### src/verilog/ecrm_pkg.sv
// Constants shared by the external-control and RF-mute block
package ecrm_pkg;
    // ==========================================================
    // Bus geometry
    localparam int ADDR_W = 8;
    localparam int DATA_W = 32;
    localparam logic [1:0] RESP_OKAY = 2'h0;
    localparam logic [1:0] RESP_SLVERR = 2'h2;
    // ==========================================================
    // Register offsets inside one view (low six address bits)
    localparam logic [5:0] OFF_CUR_CHAN = 6'h00;
    localparam logic [5:0] OFF_EXT_CTRL = 6'h04;
    localparam logic [5:0] OFF_THRESH_LO = 6'h08;
    localparam logic [5:0] OFF_THRESH_HI = 6'h0C;
    localparam logic [5:0] OFF_OPTIONS = 6'h10;
    localparam logic [5:0] OFF_STATUS = 6'h14;
    localparam logic [5:0] OFF_FREQ_LO = 6'h20;
    localparam logic [5:0] OFF_FREQ_HI = 6'h24;
    localparam logic [5:0] OFF_RF_SOFT = 6'h28;
    localparam logic [5:0] OFF_CLK_SRC = 6'h2C;
    // Address bits [7:6] carry the channel prefix; 0 means current channel
    localparam int PREFIX_LSB = 6;
    // ==========================================================
    // Field positions and encodings
    localparam int EXT_SET_LSB = 0;
    localparam int EXT_INV_BIT = 2;
    localparam int OPT_PIN_POL_BIT = 0;
    localparam int OPT_CARRIER_BIT = 1;
    localparam int OPT_CLK_FREE_BIT = 2;
    localparam int ST_RF_LSB = 0;
    localparam int ST_CARRIER_LSB = 2;
    localparam int ST_EXT_LSB = 4;
    localparam int ST_PRESENT_LSB = 6;
    localparam int ST_REJECT_BIT = 8;
    localparam logic [1:0] SET_LOW = 2'h0;
    localparam logic [1:0] SET_HIGH = 2'h1;
    localparam logic [1:0] SET_AUTO = 2'h2;
    localparam logic [1:0] CHAN_BOTH = 2'h3;
    localparam logic CLK_SRC_EXT = 1'h0;
    // ==========================================================
    // Reset values
    localparam logic [1:0] RST_CUR_CHAN = 2'h1;
    localparam logic [1:0] RST_SETTING = SET_LOW;
    localparam logic [32:0] RST_THRESH = 33'h0_7735_9400;
    localparam logic [32:0] RST_FREQ = 33'h0_8D3E_D780;
    localparam logic RST_RF_SOFT = 1'h0;
    localparam logic RST_PIN_POL = 1'h1;
    // ==========================================================
    // Threshold limits in Hz: 200.0 MHz and 5260.0 MHz
    localparam logic [32:0] THRESH_MIN = 33'h0_0BEB_C200;
    localparam logic [32:0] THRESH_MAX = 33'h1_3985_3B00;
    // ==========================================================
    // Presence settling time
    localparam int CLK_HZ = 250_000_000;
    localparam int PRES_DELAY_MS = 100;
    localparam int PRES_CYCLES = (CLK_HZ / 1000) * PRES_DELAY_MS;
    localparam int CNT_W = 25;
endpackage

### src/verilog/ecrm_top.sv
// External device control outputs and RF mute logic with AXI4-Lite registers
//
// Implementation choices: the register addresses and the AXI4-Lite slave port.
`timescale 1ns/1ns
// Contract
// - Each channel keeps its own control settings; channel 3 writes both.
// - Forced-low drives control output 0, or 1 when inverted.
// - Forced-high drives control output 1, or 0 when inverted.
// - Automatic gives 1 when frequency is at or above threshold, else 0.
// - Threshold matters only in automatic setting.
// - Threshold is held in whole hertz.
// - Threshold accepted only from 200.0 MHz to 5260.0 MHz inclusive.
// - Raw level is found first, then inverted when invert bit is 1.
// - Prefixed command acts on named channels; current channel unchanged.
// - Prefix honoured only for the listed channel settings.
// - Per-channel soft RF enable, readable; 0 mutes the channel.
// - External clock, not clock-free: mute while clock is absent.
// - With auto-carrier fitted, loss gives a plain carrier instead of mute.
// - RF follows clock return automatically after about 0.1 seconds.
// - Clock-free mode watches data transitions the same way.
// - Hardware pin only vetoes RF; it never forces RF on.
// - Pin polarity 1 permits on high level, 0 permits on low level.
// - Soft enable write 1 enables, 0 disables; read returns state.
module ecrm_top #(
    parameter int PRES_CYCLES = ecrm_pkg::PRES_CYCLES,
    parameter bit CARRIER_FITTED = 1'b1
) (
    input wire logic aclk,
    input wire logic aresetn,
    input wire logic [ecrm_pkg::ADDR_W-1:0] s_axi_awaddr,
    input wire logic s_axi_awvalid,
    output logic s_axi_awready,
    input wire logic [ecrm_pkg::DATA_W-1:0] s_axi_wdata,
    input wire logic [3:0] s_axi_wstrb,
    input wire logic s_axi_wvalid,
    output logic s_axi_wready,
    output logic [1:0] s_axi_bresp,
    output logic s_axi_bvalid,
    input wire logic s_axi_bready,
    input wire logic [ecrm_pkg::ADDR_W-1:0] s_axi_araddr,
    input wire logic s_axi_arvalid,
    output logic s_axi_arready,
    output logic [ecrm_pkg::DATA_W-1:0] s_axi_rdata,
    output logic [1:0] s_axi_rresp,
    output logic s_axi_rvalid,
    input wire logic s_axi_rready,
    input wire logic [1:0] ext_clk_present,
    input wire logic [1:0] data_transitions,
    input wire logic rf_onoff_pin,
    output logic [1:0] ext_ctrl_out,
    output logic [1:0] rf_enable_out,
    output logic [1:0] carrier_only_out
);
    // ==========================================================
    // State
    typedef struct packed {
        logic awready;
        logic wready;
        logic bvalid;
        logic [1:0] bresp;
        logic arready;
        logic rvalid;
        logic [1:0] rresp;
        logic [31:0] rdata;
        logic aw_full;
        logic w_full;
        logic [7:0] awaddr;
        logic [31:0] wdata;
        logic [3:0] wstrb;
        logic [1:0] cur_chan;
        logic [1:0][1:0] setting;
        logic [1:0] invert;
        logic [1:0][32:0] thresh;
        logic [31:0] thr_stage;
        logic [1:0][32:0] freq;
        logic [31:0] frq_stage;
        logic [1:0] rf_soft;
        logic [1:0] clk_src;
        logic [1:0] auto_carrier_enable;
        logic [1:0] clock_free_mode;
        logic pin_pol;
        logic thr_reject;
        logic [1:0] clk_s1;
        logic [1:0] clk_s2;
        logic [1:0] clk_s3;
        logic [1:0] clk_f;
        logic [1:0] tr_s1;
        logic [1:0] tr_s2;
        logic [1:0] tr_s3;
        logic [1:0] tr_f;
        logic pin_s1;
        logic pin_s2;
        logic pin_s3;
        logic pin_f;
        logic [1:0] present;
        logic [1:0][ecrm_pkg::CNT_W-1:0] cnt;
        logic [1:0] ext_out;
        logic [1:0] rf_out;
        logic [1:0] car_out;
    } ecrm_state_t;

    ecrm_state_t state_reg;
    ecrm_state_t state_next;
    logic pin_permit;
    logic [1:0] raw_present;
    logic [1:0] carrier_ok;

    function automatic logic [31:0] ecrm_merge(input logic [31:0] old_v, input logic [31:0] new_v,
                                               input logic [3:0] strb);
        logic [31:0] res;
        res = old_v;
        for (int b = 0; b < 4; b++) begin
            if (strb[b]) begin
                res[8*b +: 8] = new_v[8*b +: 8];
            end
        end
        return res;
    endfunction

    // The pin is a veto only: it can remove permission, never grant RF
    assign pin_permit = state_reg.pin_pol ? state_reg.pin_f : !state_reg.pin_f;

    always_comb begin
        for (int c = 0; c < 2; c++) begin
            if (state_reg.clock_free_mode[c]) begin
                raw_present[c] = state_reg.tr_f[c];
            end else if (state_reg.clk_src[c] == ecrm_pkg::CLK_SRC_EXT) begin
                raw_present[c] = state_reg.clk_f[c];
            end else begin
                raw_present[c] = 1'b1;
            end
            carrier_ok[c] = CARRIER_FITTED && state_reg.auto_carrier_enable[c];
        end
    end

    // ==========================================================
    // Next state
    always_comb begin
        logic [1:0] pfx;
        logic [5:0] off;
        logic [1:0] mask;
        logic vc;
        logic [31:0] old_v;
        logic [31:0] wd;
        logic [32:0] thr_new;
        logic ok;
        logic [1:0] rpfx;
        logic [5:0] roff;
        logic rvc;
        logic rok;
        logic [31:0] rd;
        pfx = 2'h0;
        off = 6'h00;
        mask = 2'h0;
        vc = 1'b0;
        old_v = 32'h0000_0000;
        wd = 32'h0000_0000;
        thr_new = 33'h0_0000_0000;
        ok = 1'b0;
        rpfx = 2'h0;
        roff = 6'h00;
        rvc = 1'b0;
        rok = 1'b0;
        rd = 32'h0000_0000;
        state_next = state_reg;

        // Synchronisers: a change counts once stages two and three agree
        state_next.clk_s1 = ext_clk_present;
        state_next.clk_s2 = state_reg.clk_s1;
        state_next.clk_s3 = state_reg.clk_s2;
        state_next.tr_s1 = data_transitions;
        state_next.tr_s2 = state_reg.tr_s1;
        state_next.tr_s3 = state_reg.tr_s2;
        state_next.pin_s1 = rf_onoff_pin;
        state_next.pin_s2 = state_reg.pin_s1;
        state_next.pin_s3 = state_reg.pin_s2;
        for (int c = 0; c < 2; c++) begin
            if (state_reg.clk_s2[c] == state_reg.clk_s3[c]) begin
                state_next.clk_f[c] = state_reg.clk_s3[c];
            end
            if (state_reg.tr_s2[c] == state_reg.tr_s3[c]) begin
                state_next.tr_f[c] = state_reg.tr_s3[c];
            end
        end
        if (state_reg.pin_s2 == state_reg.pin_s3) begin
            state_next.pin_f = state_reg.pin_s3;
        end

        // Presence settles only after a full delay; glitches restart the count
        for (int c = 0; c < 2; c++) begin
            if (raw_present[c] == state_reg.present[c]) begin
                state_next.cnt[c] = '0;
            end else if (state_reg.cnt[c] == ecrm_pkg::CNT_W'(PRES_CYCLES - 1)) begin
                state_next.present[c] = raw_present[c];
                state_next.cnt[c] = '0;
            end else begin
                state_next.cnt[c] = state_reg.cnt[c] + 1'b1;
            end
            if (state_reg.setting[c] == ecrm_pkg::SET_AUTO) begin
                state_next.ext_out[c] = (state_reg.freq[c] >= state_reg.thresh[c])
                                        ^ state_reg.invert[c];
            end else begin
                state_next.ext_out[c] = (state_reg.setting[c] == ecrm_pkg::SET_HIGH)
                                        ^ state_reg.invert[c];
            end
            state_next.rf_out[c] = state_reg.rf_soft[c] && pin_permit
                                   && (state_reg.present[c] || carrier_ok[c]);
            state_next.car_out[c] = state_reg.rf_soft[c] && pin_permit
                                    && !state_reg.present[c] && carrier_ok[c];
        end

        // ======================================================
        // Write channel: address and data taken in either order
        if (s_axi_awvalid && state_reg.awready) begin
            state_next.aw_full = 1'b1;
            state_next.awaddr = s_axi_awaddr;
            state_next.awready = 1'b0;
        end
        if (s_axi_wvalid && state_reg.wready) begin
            state_next.w_full = 1'b1;
            state_next.wdata = s_axi_wdata;
            state_next.wstrb = s_axi_wstrb;
            state_next.wready = 1'b0;
        end
        if (state_reg.bvalid && s_axi_bready) begin
            state_next.bvalid = 1'b0;
            state_next.awready = 1'b1;
            state_next.wready = 1'b1;
        end
        if (state_reg.aw_full && state_reg.w_full && !state_reg.bvalid) begin
            pfx = state_reg.awaddr[ecrm_pkg::PREFIX_LSB +: 2];
            off = state_reg.awaddr[5:0];
            // A prefix picks channels for this access only
            mask = (pfx == 2'h0) ? state_reg.cur_chan : pfx;
            vc = (mask == 2'h2);
            ok = 1'b1;
            case (off)
                ecrm_pkg::OFF_CUR_CHAN: old_v = {30'h0, state_reg.cur_chan};
                ecrm_pkg::OFF_EXT_CTRL: old_v = {29'h0, state_reg.invert[vc],
                                                 state_reg.setting[vc]};
                ecrm_pkg::OFF_OPTIONS: old_v = {29'h0, state_reg.clock_free_mode[vc],
                                                state_reg.auto_carrier_enable[vc],
                                                state_reg.pin_pol};
                ecrm_pkg::OFF_RF_SOFT: old_v = {31'h0, state_reg.rf_soft[vc]};
                ecrm_pkg::OFF_CLK_SRC: old_v = {31'h0, state_reg.clk_src[vc]};
                default: old_v = 32'h0000_0000;
            endcase
            wd = ecrm_merge(old_v, state_reg.wdata, state_reg.wstrb);
            // Settings outside the prefix list only answer the current-channel view
            if (pfx != 2'h0 && off < ecrm_pkg::OFF_FREQ_LO) begin
                ok = 1'b0;
            end else begin
                case (off)
                    ecrm_pkg::OFF_CUR_CHAN: begin
                        if (wd[1:0] == 2'h0) begin
                            ok = 1'b0;
                        end else begin
                            state_next.cur_chan = wd[1:0];
                        end
                    end
                    ecrm_pkg::OFF_EXT_CTRL: begin
                        if (wd[ecrm_pkg::EXT_SET_LSB +: 2] > ecrm_pkg::SET_AUTO) begin
                            ok = 1'b0;
                        end else begin
                            for (int c = 0; c < 2; c++) begin
                                if (mask[c]) begin
                                    state_next.setting[c] = wd[ecrm_pkg::EXT_SET_LSB +: 2];
                                    state_next.invert[c] = wd[ecrm_pkg::EXT_INV_BIT];
                                end
                            end
                        end
                    end
                    ecrm_pkg::OFF_THRESH_LO: begin
                        state_next.thr_stage = ecrm_merge(state_reg.thr_stage,
                                                          state_reg.wdata, state_reg.wstrb);
                    end
                    ecrm_pkg::OFF_THRESH_HI: begin
                        thr_new = {state_reg.wdata[0], state_reg.thr_stage};
                        if (thr_new < ecrm_pkg::THRESH_MIN || thr_new > ecrm_pkg::THRESH_MAX) begin
                            ok = 1'b0;
                            state_next.thr_reject = 1'b1;
                        end else begin
                            state_next.thr_reject = 1'b0;
                            for (int c = 0; c < 2; c++) begin
                                if (mask[c]) begin
                                    state_next.thresh[c] = thr_new;
                                end
                            end
                        end
                    end
                    ecrm_pkg::OFF_OPTIONS: begin
                        state_next.pin_pol = wd[ecrm_pkg::OPT_PIN_POL_BIT];
                        for (int c = 0; c < 2; c++) begin
                            if (mask[c]) begin
                                state_next.auto_carrier_enable[c] = wd[ecrm_pkg::OPT_CARRIER_BIT];
                                state_next.clock_free_mode[c] = wd[ecrm_pkg::OPT_CLK_FREE_BIT];
                            end
                        end
                    end
                    ecrm_pkg::OFF_FREQ_LO: begin
                        state_next.frq_stage = ecrm_merge(state_reg.frq_stage,
                                                          state_reg.wdata, state_reg.wstrb);
                    end
                    ecrm_pkg::OFF_FREQ_HI, ecrm_pkg::OFF_RF_SOFT, ecrm_pkg::OFF_CLK_SRC: begin
                        for (int c = 0; c < 2; c++) begin
                            if (mask[c]) begin
                                if (off == ecrm_pkg::OFF_FREQ_HI) begin
                                    state_next.freq[c] = {state_reg.wdata[0], state_reg.frq_stage};
                                end else if (off == ecrm_pkg::OFF_RF_SOFT) begin
                                    state_next.rf_soft[c] = wd[0];
                                end else begin
                                    state_next.clk_src[c] = wd[0];
                                end
                            end
                        end
                    end
                    default: ok = 1'b0;
                endcase
            end
            state_next.aw_full = 1'b0;
            state_next.w_full = 1'b0;
            state_next.bvalid = 1'b1;
            state_next.bresp = ok ? ecrm_pkg::RESP_OKAY : ecrm_pkg::RESP_SLVERR;
        end

        // ======================================================
        // Read channel: data registered on the address handshake
        if (state_reg.rvalid && s_axi_rready) begin
            state_next.rvalid = 1'b0;
            state_next.arready = 1'b1;
        end
        if (s_axi_arvalid && state_reg.arready) begin
            rpfx = s_axi_araddr[ecrm_pkg::PREFIX_LSB +: 2];
            roff = s_axi_araddr[5:0];
            rvc = (((rpfx == 2'h0) ? state_reg.cur_chan : rpfx) == 2'h2);
            rok = !(rpfx != 2'h0 && roff < ecrm_pkg::OFF_FREQ_LO);
            case (roff)
                ecrm_pkg::OFF_CUR_CHAN: rd = {30'h0, state_reg.cur_chan};
                ecrm_pkg::OFF_EXT_CTRL: rd = {29'h0, state_reg.invert[rvc],
                                              state_reg.setting[rvc]};
                ecrm_pkg::OFF_THRESH_LO: rd = state_reg.thresh[rvc][31:0];
                ecrm_pkg::OFF_THRESH_HI: rd = {31'h0, state_reg.thresh[rvc][32]};
                ecrm_pkg::OFF_OPTIONS: rd = {29'h0, state_reg.clock_free_mode[rvc],
                                             state_reg.auto_carrier_enable[rvc],
                                             state_reg.pin_pol};
                ecrm_pkg::OFF_STATUS: rd = {23'h0, state_reg.thr_reject, state_reg.present,
                                            state_reg.ext_out, state_reg.car_out,
                                            state_reg.rf_out};
                ecrm_pkg::OFF_FREQ_LO: rd = state_reg.freq[rvc][31:0];
                ecrm_pkg::OFF_FREQ_HI: rd = {31'h0, state_reg.freq[rvc][32]};
                ecrm_pkg::OFF_RF_SOFT: rd = {31'h0, state_reg.rf_soft[rvc]};
                ecrm_pkg::OFF_CLK_SRC: rd = {31'h0, state_reg.clk_src[rvc]};
                default: rok = 1'b0;
            endcase
            state_next.arready = 1'b0;
            state_next.rvalid = 1'b1;
            state_next.rdata = rok ? rd : 32'h0000_0000;
            state_next.rresp = rok ? ecrm_pkg::RESP_OKAY : ecrm_pkg::RESP_SLVERR;
        end
    end

    always_ff @(posedge aclk) begin
        if (!aresetn) begin
            state_reg <= '0;
            state_reg.awready <= 1'b1;
            state_reg.wready <= 1'b1;
            state_reg.arready <= 1'b1;
            state_reg.cur_chan <= ecrm_pkg::RST_CUR_CHAN;
            state_reg.setting <= {2{ecrm_pkg::RST_SETTING}};
            state_reg.thresh <= {2{ecrm_pkg::RST_THRESH}};
            state_reg.freq <= {2{ecrm_pkg::RST_FREQ}};
            state_reg.rf_soft <= {2{ecrm_pkg::RST_RF_SOFT}};
            state_reg.pin_pol <= ecrm_pkg::RST_PIN_POL;
        end else begin
            state_reg <= state_next;
        end
    end

    assign s_axi_awready = state_reg.awready;
    assign s_axi_wready = state_reg.wready;
    assign s_axi_bvalid = state_reg.bvalid;
    assign s_axi_bresp = state_reg.bresp;
    assign s_axi_arready = state_reg.arready;
    assign s_axi_rvalid = state_reg.rvalid;
    assign s_axi_rdata = state_reg.rdata;
    assign s_axi_rresp = state_reg.rresp;
    assign ext_ctrl_out = state_reg.ext_out;
    assign rf_enable_out = state_reg.rf_out;
    assign carrier_only_out = state_reg.car_out;
endmodule
### config.mk
export PLATFORM = sky130hd
export DESIGN_NAME = ecrm_top
export DESIGN_NICKNAME = d
export VERILOG_FILES = /design/src/verilog/ecrm_pkg.sv /design/src/verilog/ecrm_top.sv
export SDC_FILE = /design/constraint.sdc
export NUM_CORES = 1
export LEC_CHECK = 0
export BUFFER_PORTS_ARGS = -buffer_cell sky130_fd_sc_hd__buf_4
export CORE_AREA = 2 2 155 195
export CTS_CLUSTER_SIZE = 24
export DETAILED_ROUTE_END_ITERATION = 7
export DIE_AREA = 0 0 157 197
export PLACE_DENSITY = 0.87
export SLEW_MARGIN = 20
export SYNTH_ARGS = -nofsm -noshare
export SYNTH_HDL_FRONTEND = slang
export SYNTH_SLANG_ARGS = --single-unit
### constraint.sdc
create_clock -name aclk -period 4.5 [get_ports aclk]
set_clock_uncertainty 0.15 [all_clocks]
set_input_delay 0.45 -clock aclk [delete_from_list [all_inputs] [get_ports aclk]]
set_output_delay 0.45 -clock aclk [all_outputs]
set_load 0.01 [all_outputs]
==> results of run 1 <==
## routing by layer
metal	routed length, um	share of wire (%)
met1	18400	38
met2	23000	48
met3	3760	7.9
met4	2760	5.8
met5	0	0
## worst max-delay path by stage
stage                endpoint  slack, ps  depth (start not counted)
3_5_place_dp   state_reg[283]       1460                          8
4_1_cts        state_reg[265]       1410                          8
6_report       state_reg[265]       1340                          8
2_1_floorplan  state_reg[284]       2140                          9
5_1_grt        state_reg[256]       1200                          8
3_3_place_gp   state_reg[278]       1620                          8
## what timing repair did
| item | in CTS | in global routing |
|---|---|---|
| hold buffers | 12 | 0 |
| buffers inserted | 0 | 0 |
| endpoints found under the setup margin | 0 | 0 |
| endpoints found under the hold margin | 12 | 0 |
## critical path: cells and delay by family, from the launching register on
| family | cells | cell delay, ps |
|---|---|---|
| flip-flops | 1 | 370 |
| AND/OR/NAND/NOR | 4 | 1110 |
| buffers and inverters | 1 | 590 |
| multiplexers | 1 | 290 |
| AO/OA/AOI/OAI | 2 | 490 |
## layout by cell type (no fill, tap or decap), types with 16 or more instances in the layout
master,netlist,routed
a21oi_1,205,205
a22oi_1,24,24
and2_1,29,29
and3_1,18,18
buf_4,44,129
clkbuf_16,0,39
dfxtp_1,377,377
ha_1,68,68
inv_1,77,77
mux2i_1,114,114
nand2_1,490,490
nand3_1,61,61
nand4_1,23,23
nor2_1,163,163
nor3_1,28,24
o211ai_1,31,31
o21ai_0,51,51
o22ai_1,26,26
xnor2_1,16,16
xor2_1,30,30
## where the power goes
group	switching, W	leakage (nW)	internal (W)
combinational	0.000186	3.86	0.000115
sequential	0.0000377	3.05	0.00337
clock	0.00131	0.642	0.00197
## metrics by stage
stage / instance area (um^2) / setup WS (ps) / power, W
global route: 19400 / 1200 / 0.00716
global placement: 18000 / 1620 / 0.00376
floorplan: 17300 / 2140 / 0.00366
detailed placement: 18000 / 1460 / 0.00377
finish: 19400 / 1340 / 0.00698
CTS: 19400 / 1410 / 0.00700
## final cells by class
class / instances / area (um^2) / area share [%]
repair buffers: 142 / 1110 / 5.72
well taps: 396 / 495 / 2.56
multi-input cells: 1506 / 8650 / 44.6
clock buffers: 55 / 1130 / 5.81
inverters: 78 / 298 / 1.54
clock inverters: 12 / 164 / 0.845
flip-flops and latches: 377 / 7550 / 38.9
## cells by family after synthesis
group | Yosys count
buffers and inverters | 238
flip-flops | 377
AND/OR/NAND/NOR | 878
other | 1
multiplexers | 118
AO/OA/AOI/OAI | 394
adder cells (fa/ha/maj) | 68
XOR/XNOR | 46
==> metrics, run 1 <==
Post-Synth Adder-Cell Area=approximately 4.9%; DRT Pass-1 Iters=6; Synth Cell Area=about 0.017 mm^2; area delta synth->final=12.4%; arrival time worst endpoint=~3400 ps; R2R depth=8; final cell utilization of the core=~67%; multiplexer share of the synthesized area=under 10%; number of flops mapped to enable cells by yosys=0; Worst Hold Launch=s_axi_wdata[20]; Max FO, Critical Path=46; number of global-route vias before repair=~15000; Worst path most repeated cell=o211ai_1; met3 usage in global routing=under 10%; Critical Path Start=state_reg[206]; final hold vios=0; CP startpoint kind=register; Final Max Tran Viols=0; grt peak-use layer=met2; LEAKAGE=approximately 7.6 nW; met1 Use GR=between 30% and 40%; Critical Path RT=4740 ps; syn_area_per_cell=8.14 um^2; Post-CTS Resized=0; depth of the CTS H-tree=2; Die W=~160 um; hpwl dp=approximately 32000 um; vias per cell=6.03; sum of negative setup slack=0 ps; shortest period the worst path allows=between 3000 and 4000 ps; Cells after Synth=approximately 2100; final WL=roughly 48000 um; Worst Hold Class=input pin to register; simple-gate area share of the yosys netlist=roughly 22%; max cap viols=0; largest net degree at the start of global routing=~140; register area share after synthesis=~44%; Yosys warnings=0; total gr overflow=0; clk sinks=377; final hold slack=approximately 13 ps; final count of negative-setup-slack endpoints=0; Synth top area share=between 40% and 50%; wire length per cell=18.7 um; I/O pins=111; Fillers=between 2000 and 2500; gr usage total=just over 30%; max FFs per register=320; GP Congestion=~0.95; PwrDens=around 360 mW/mm^2; Residual DRC=0; clk buf depth=3; most frequent cell after synthesis=nand2_1; Reg clk slew, reported paths=approximately 60 ps; RSZ-0062 raised after global routing=no; main combinational cell family by area after synthesis=simple AND/OR/NAND/NOR gates; headroom to the max-slew limit=between 20 and 30%; Initial Util=between 50 and 60%; post-synth top area cell=dfxtp_1; CP max stage delay=roughly 600 ps; die area=0.0309 mm^2; Hold Path Stages=3; hold endpoint=state_reg[316]; Post-Place Cells=between 2000 and 2500; Max IR drop VDD=~0.23 mV; Vert. Die Dim=~200 um; met2 usage=a little over half; critical-path cell list=nor4_1 > nand4_1 > o211ai_1 > o211ai_1 > nor3_2 > buf_4 > mux2i_1 > nor2_1; core footprint=0.0290 mm^2; initial antenna violation count=0; via count=approximately 15000; Unique masters post-synth=67; Worst R2R Setup Slack=about 1300 ps; Fmax=about 0.32 GHz; fraction of registers with async set/reset=0%; Rows=70; area fraction in compound gates after synthesis=13.5%; Tcrit/Tclk final=70.1%; Post-Layout Cell Count=between 2000 and 3000; first-pass GRT wire length=~76000 um; Worst Setup End Kind=register; CTS tree=built; Detail Route Antenna Nets=0; # port buffers=around 110; Max stage delay cell, worst path=nor4_1; Final nets=between 2000 and 2500; Synth area leaders=dfxtp_1 (44%), nand2_1 (11%), mux2i_1 (6.6%); RR Startpoint=state_reg[206]; Worst-Skew Late Latency=~540 ps; diode count=0; top post-synthesis cells by count=nand2_1 (490), dfxtp_1 (377), a21oi_1 (205); CTS root buf=clkbuf_16; share of layout cells above drive strength 1=under 10%; status=finished, final reports clean; CTS Buf Count=37; critical path class=register to register; Worst-Margin Slew=between 1000 and 1500 ps; register bit total from synthesis=approximately 380; Most used DFF post-synth=dfxtp_1; xor and xnor area share after synthesis=2.34%; R2R Path End=state_reg[265]; DRT iter0 DRCs=about 1400
(Power assumes the default switching activity.)
==> inputs of run 2 (changes only) <==
==> constraint.sdc (replaced) <==
create_clock -name aclk -period 3.2 [get_ports aclk]
set_clock_uncertainty 0.15 [all_clocks]
set_input_delay 0.32 -clock aclk [delete_from_list [all_inputs] [get_ports aclk]]
set_output_delay 0.32 -clock aclk [all_outputs]
set_load 0.01 [all_outputs]
==> metrics, run 2 (synthesized netlist as in run 1, its figures left out) <==
status=finished, final reports clean; Worst Hold Class=input pin to register; LEAKAGE=7.75 nW (+2.6%); critical-path cell list=nor4_1 > nand4_1 > o211ai_1 > o211ai_1 > nor3_2 > buf_12 > mux2i_1 > nor2_1; Max stage delay cell, worst path=nor4_1; Buf/Inv on CP=1 (unchanged); gr usage total=30.7% (+0.16 points); Initial Util=59.5% (unchanged); hpwl dp=33100 um (+2.5%); PwrDens=486 mW/mm^2 (+35%); Rows=70 (unchanged); Tcrit/Tclk final=92.0% (+22 points); Detail Route Antenna Nets=0 (unchanged); commonest non-fill, non-tap cell in the layout=nand2_1; I/O pins=111 (unchanged); Post-CTS Hold Fix Bufs=56 (+44); Vert. Die Dim=197 um (unchanged); headroom to the max-slew limit=25.7% (-3.2 points); vias per cell=5.93 (-1.7%); Die W=157 um (unchanged); Post-CTS Resized=0 (unchanged); via count=15500 (+0.21%); wire length per cell=18.3 um (-1.6%); die area=0.0309 mm^2 (unchanged); total gr overflow=0 (unchanged); arrival time worst endpoint=3180 ps (-220 ps); Worst-Skew Late Latency=540 ps (about the same); initial antenna violation count=0 (unchanged); Max IR drop VDD=0.310 mV (+36%); final hold slack=24.6 ps (+12.0 ps); Post-Place Cells=2496 (+0.36%); final hold vios=0 (unchanged); sum of negative setup slack=0 ps (unchanged); max cap viols=0 (unchanged); Critical Path Start=state_reg[206]; clk buf depth=3 (unchanged); depth of the CTS H-tree=2 (unchanged); kind of cell adding the most delay to the critical path=simple AND/OR/NAND/NOR gates; CTS Buf Count=37 (unchanged); critical path class=register to register; CTS root buf=clkbuf_16; Worst path most repeated cell=o211ai_1; max FFs per register=320 (unchanged); final count of negative-setup-slack endpoints=0 (unchanged); Final Max Tran Viols=0 (unchanged); area delta synth->final=15.2%; Fillers=2227 (-2.2%); CP startpoint kind=register; DRT Pass-1 Iters=6 (unchanged); Residual DRC=0 (unchanged); most frequent cells in the layout=nand2_1 (490), dfxtp_1 (377), a21oi_1 (205), nor2_1 (163), buf_4 (134); CP max stage delay=460 ps (-140 ps); # port buffers=108 (unchanged); number of global-route vias before repair=15000 (-1.4%); Worst Hold Launch=s_axi_arvalid; share of layout cells above drive strength 1=9.46% (-0.038 points); Fmax=0.340 GHz (+7.2%); shortest period the worst path allows=2940 ps (-213 ps); core footprint=0.0290 mm^2 (unchanged); diode count=0 (unchanged); Worst-Margin Slew=1110 ps (+52.4 ps); GP Congestion=0.945 (-0.80%); RSZ-0062 raised after global routing=no; final WL=48000 um (+0.31%); largest net degree at the start of global routing=111 (-19%); Reg clk slew, reported paths=70 ps (about the same); DRT iter0 DRCs=1466 (+3.1%); final cell utilization of the core=68.5% (+1.6 points); Post-Layout Cell Count=2617 (+2.0%); CTS tree=built; Final nets=2327 (+2.3%); Worst Setup End Kind=register; Setup Fix Bufs, Post-CTS=0 (unchanged); first-pass GRT wire length=75900 um (-0.24%); clk sinks=377 (unchanged); Max FO, Critical Path=46 (unchanged); RR Startpoint=state_reg[206]; Critical Path RT=3440 ps (-1300 ps)
==> run 2: cell types whose count changed in the layout (fill, tap and decap cells not counted) <==
cell	change
buf_4	+5
clkbuf_8	-5
buf_12	+4
clkbuf_1	+3
dlygate4sd3_1	+44
bufinv_16	-1
clkinvlp_4	+1
==> run 2: area by class of cell <==
cell class,instances,area (um^2),share of cell area (%)
inverters,78,298,1.50
well taps,396,495,2.49
multi-input cells,1506,8650,43.5
flip-flops and latches,377,7550,38.0
clock inverters,12,141,0.712
clock buffers,53,1070,5.38
repair buffers,195,1670,8.39
==> run 2: worst register-to-register path, stage by stage (launching register included) <==
cell and delay [ps]:
dfxtp_1 390, nor4_1 460, nand4_1 180, o211ai_1 220
o211ai_1 370, nor3_2 390, buf_12 310, mux2i_1 270
nor2_1 50
==> run 2: final timing paths <==
kind | endpoint | slack [ps] | cells after the start
max | state_reg[278] | 260 | 8
min | s_axi_arready | 20 | 3
max reg2reg | state_reg[278] | 260 | 8
min reg2reg | state_next[65] | 300 | 1
==> run 2: stage by stage <==
step                      instance area (um^2)  setup slack, ps  power, W
after floorplan                          17300              842   0.00514
after global placement                   18100              433   0.00532
after detailed placement                 18100              342   0.00532
after CTS                                19900              292   0.00969
after global routing                     19900              118   0.00992
final                                    19900              257   0.00967
==> run 2: routing by layer <==
layer	GRT usage, %	share of wire (%)
met1	35.4	38
met2	53.2	49
met3	4.82	7.7
met4	18.5	6.0
met5	0	0
==> run 2: where the power goes <==
part           switching (W)  total, W  internal [W]
clock network        0.00182   0.00438       0.00257
logic               0.000277  0.000487      0.000210
registers          0.0000502   0.00479       0.00474
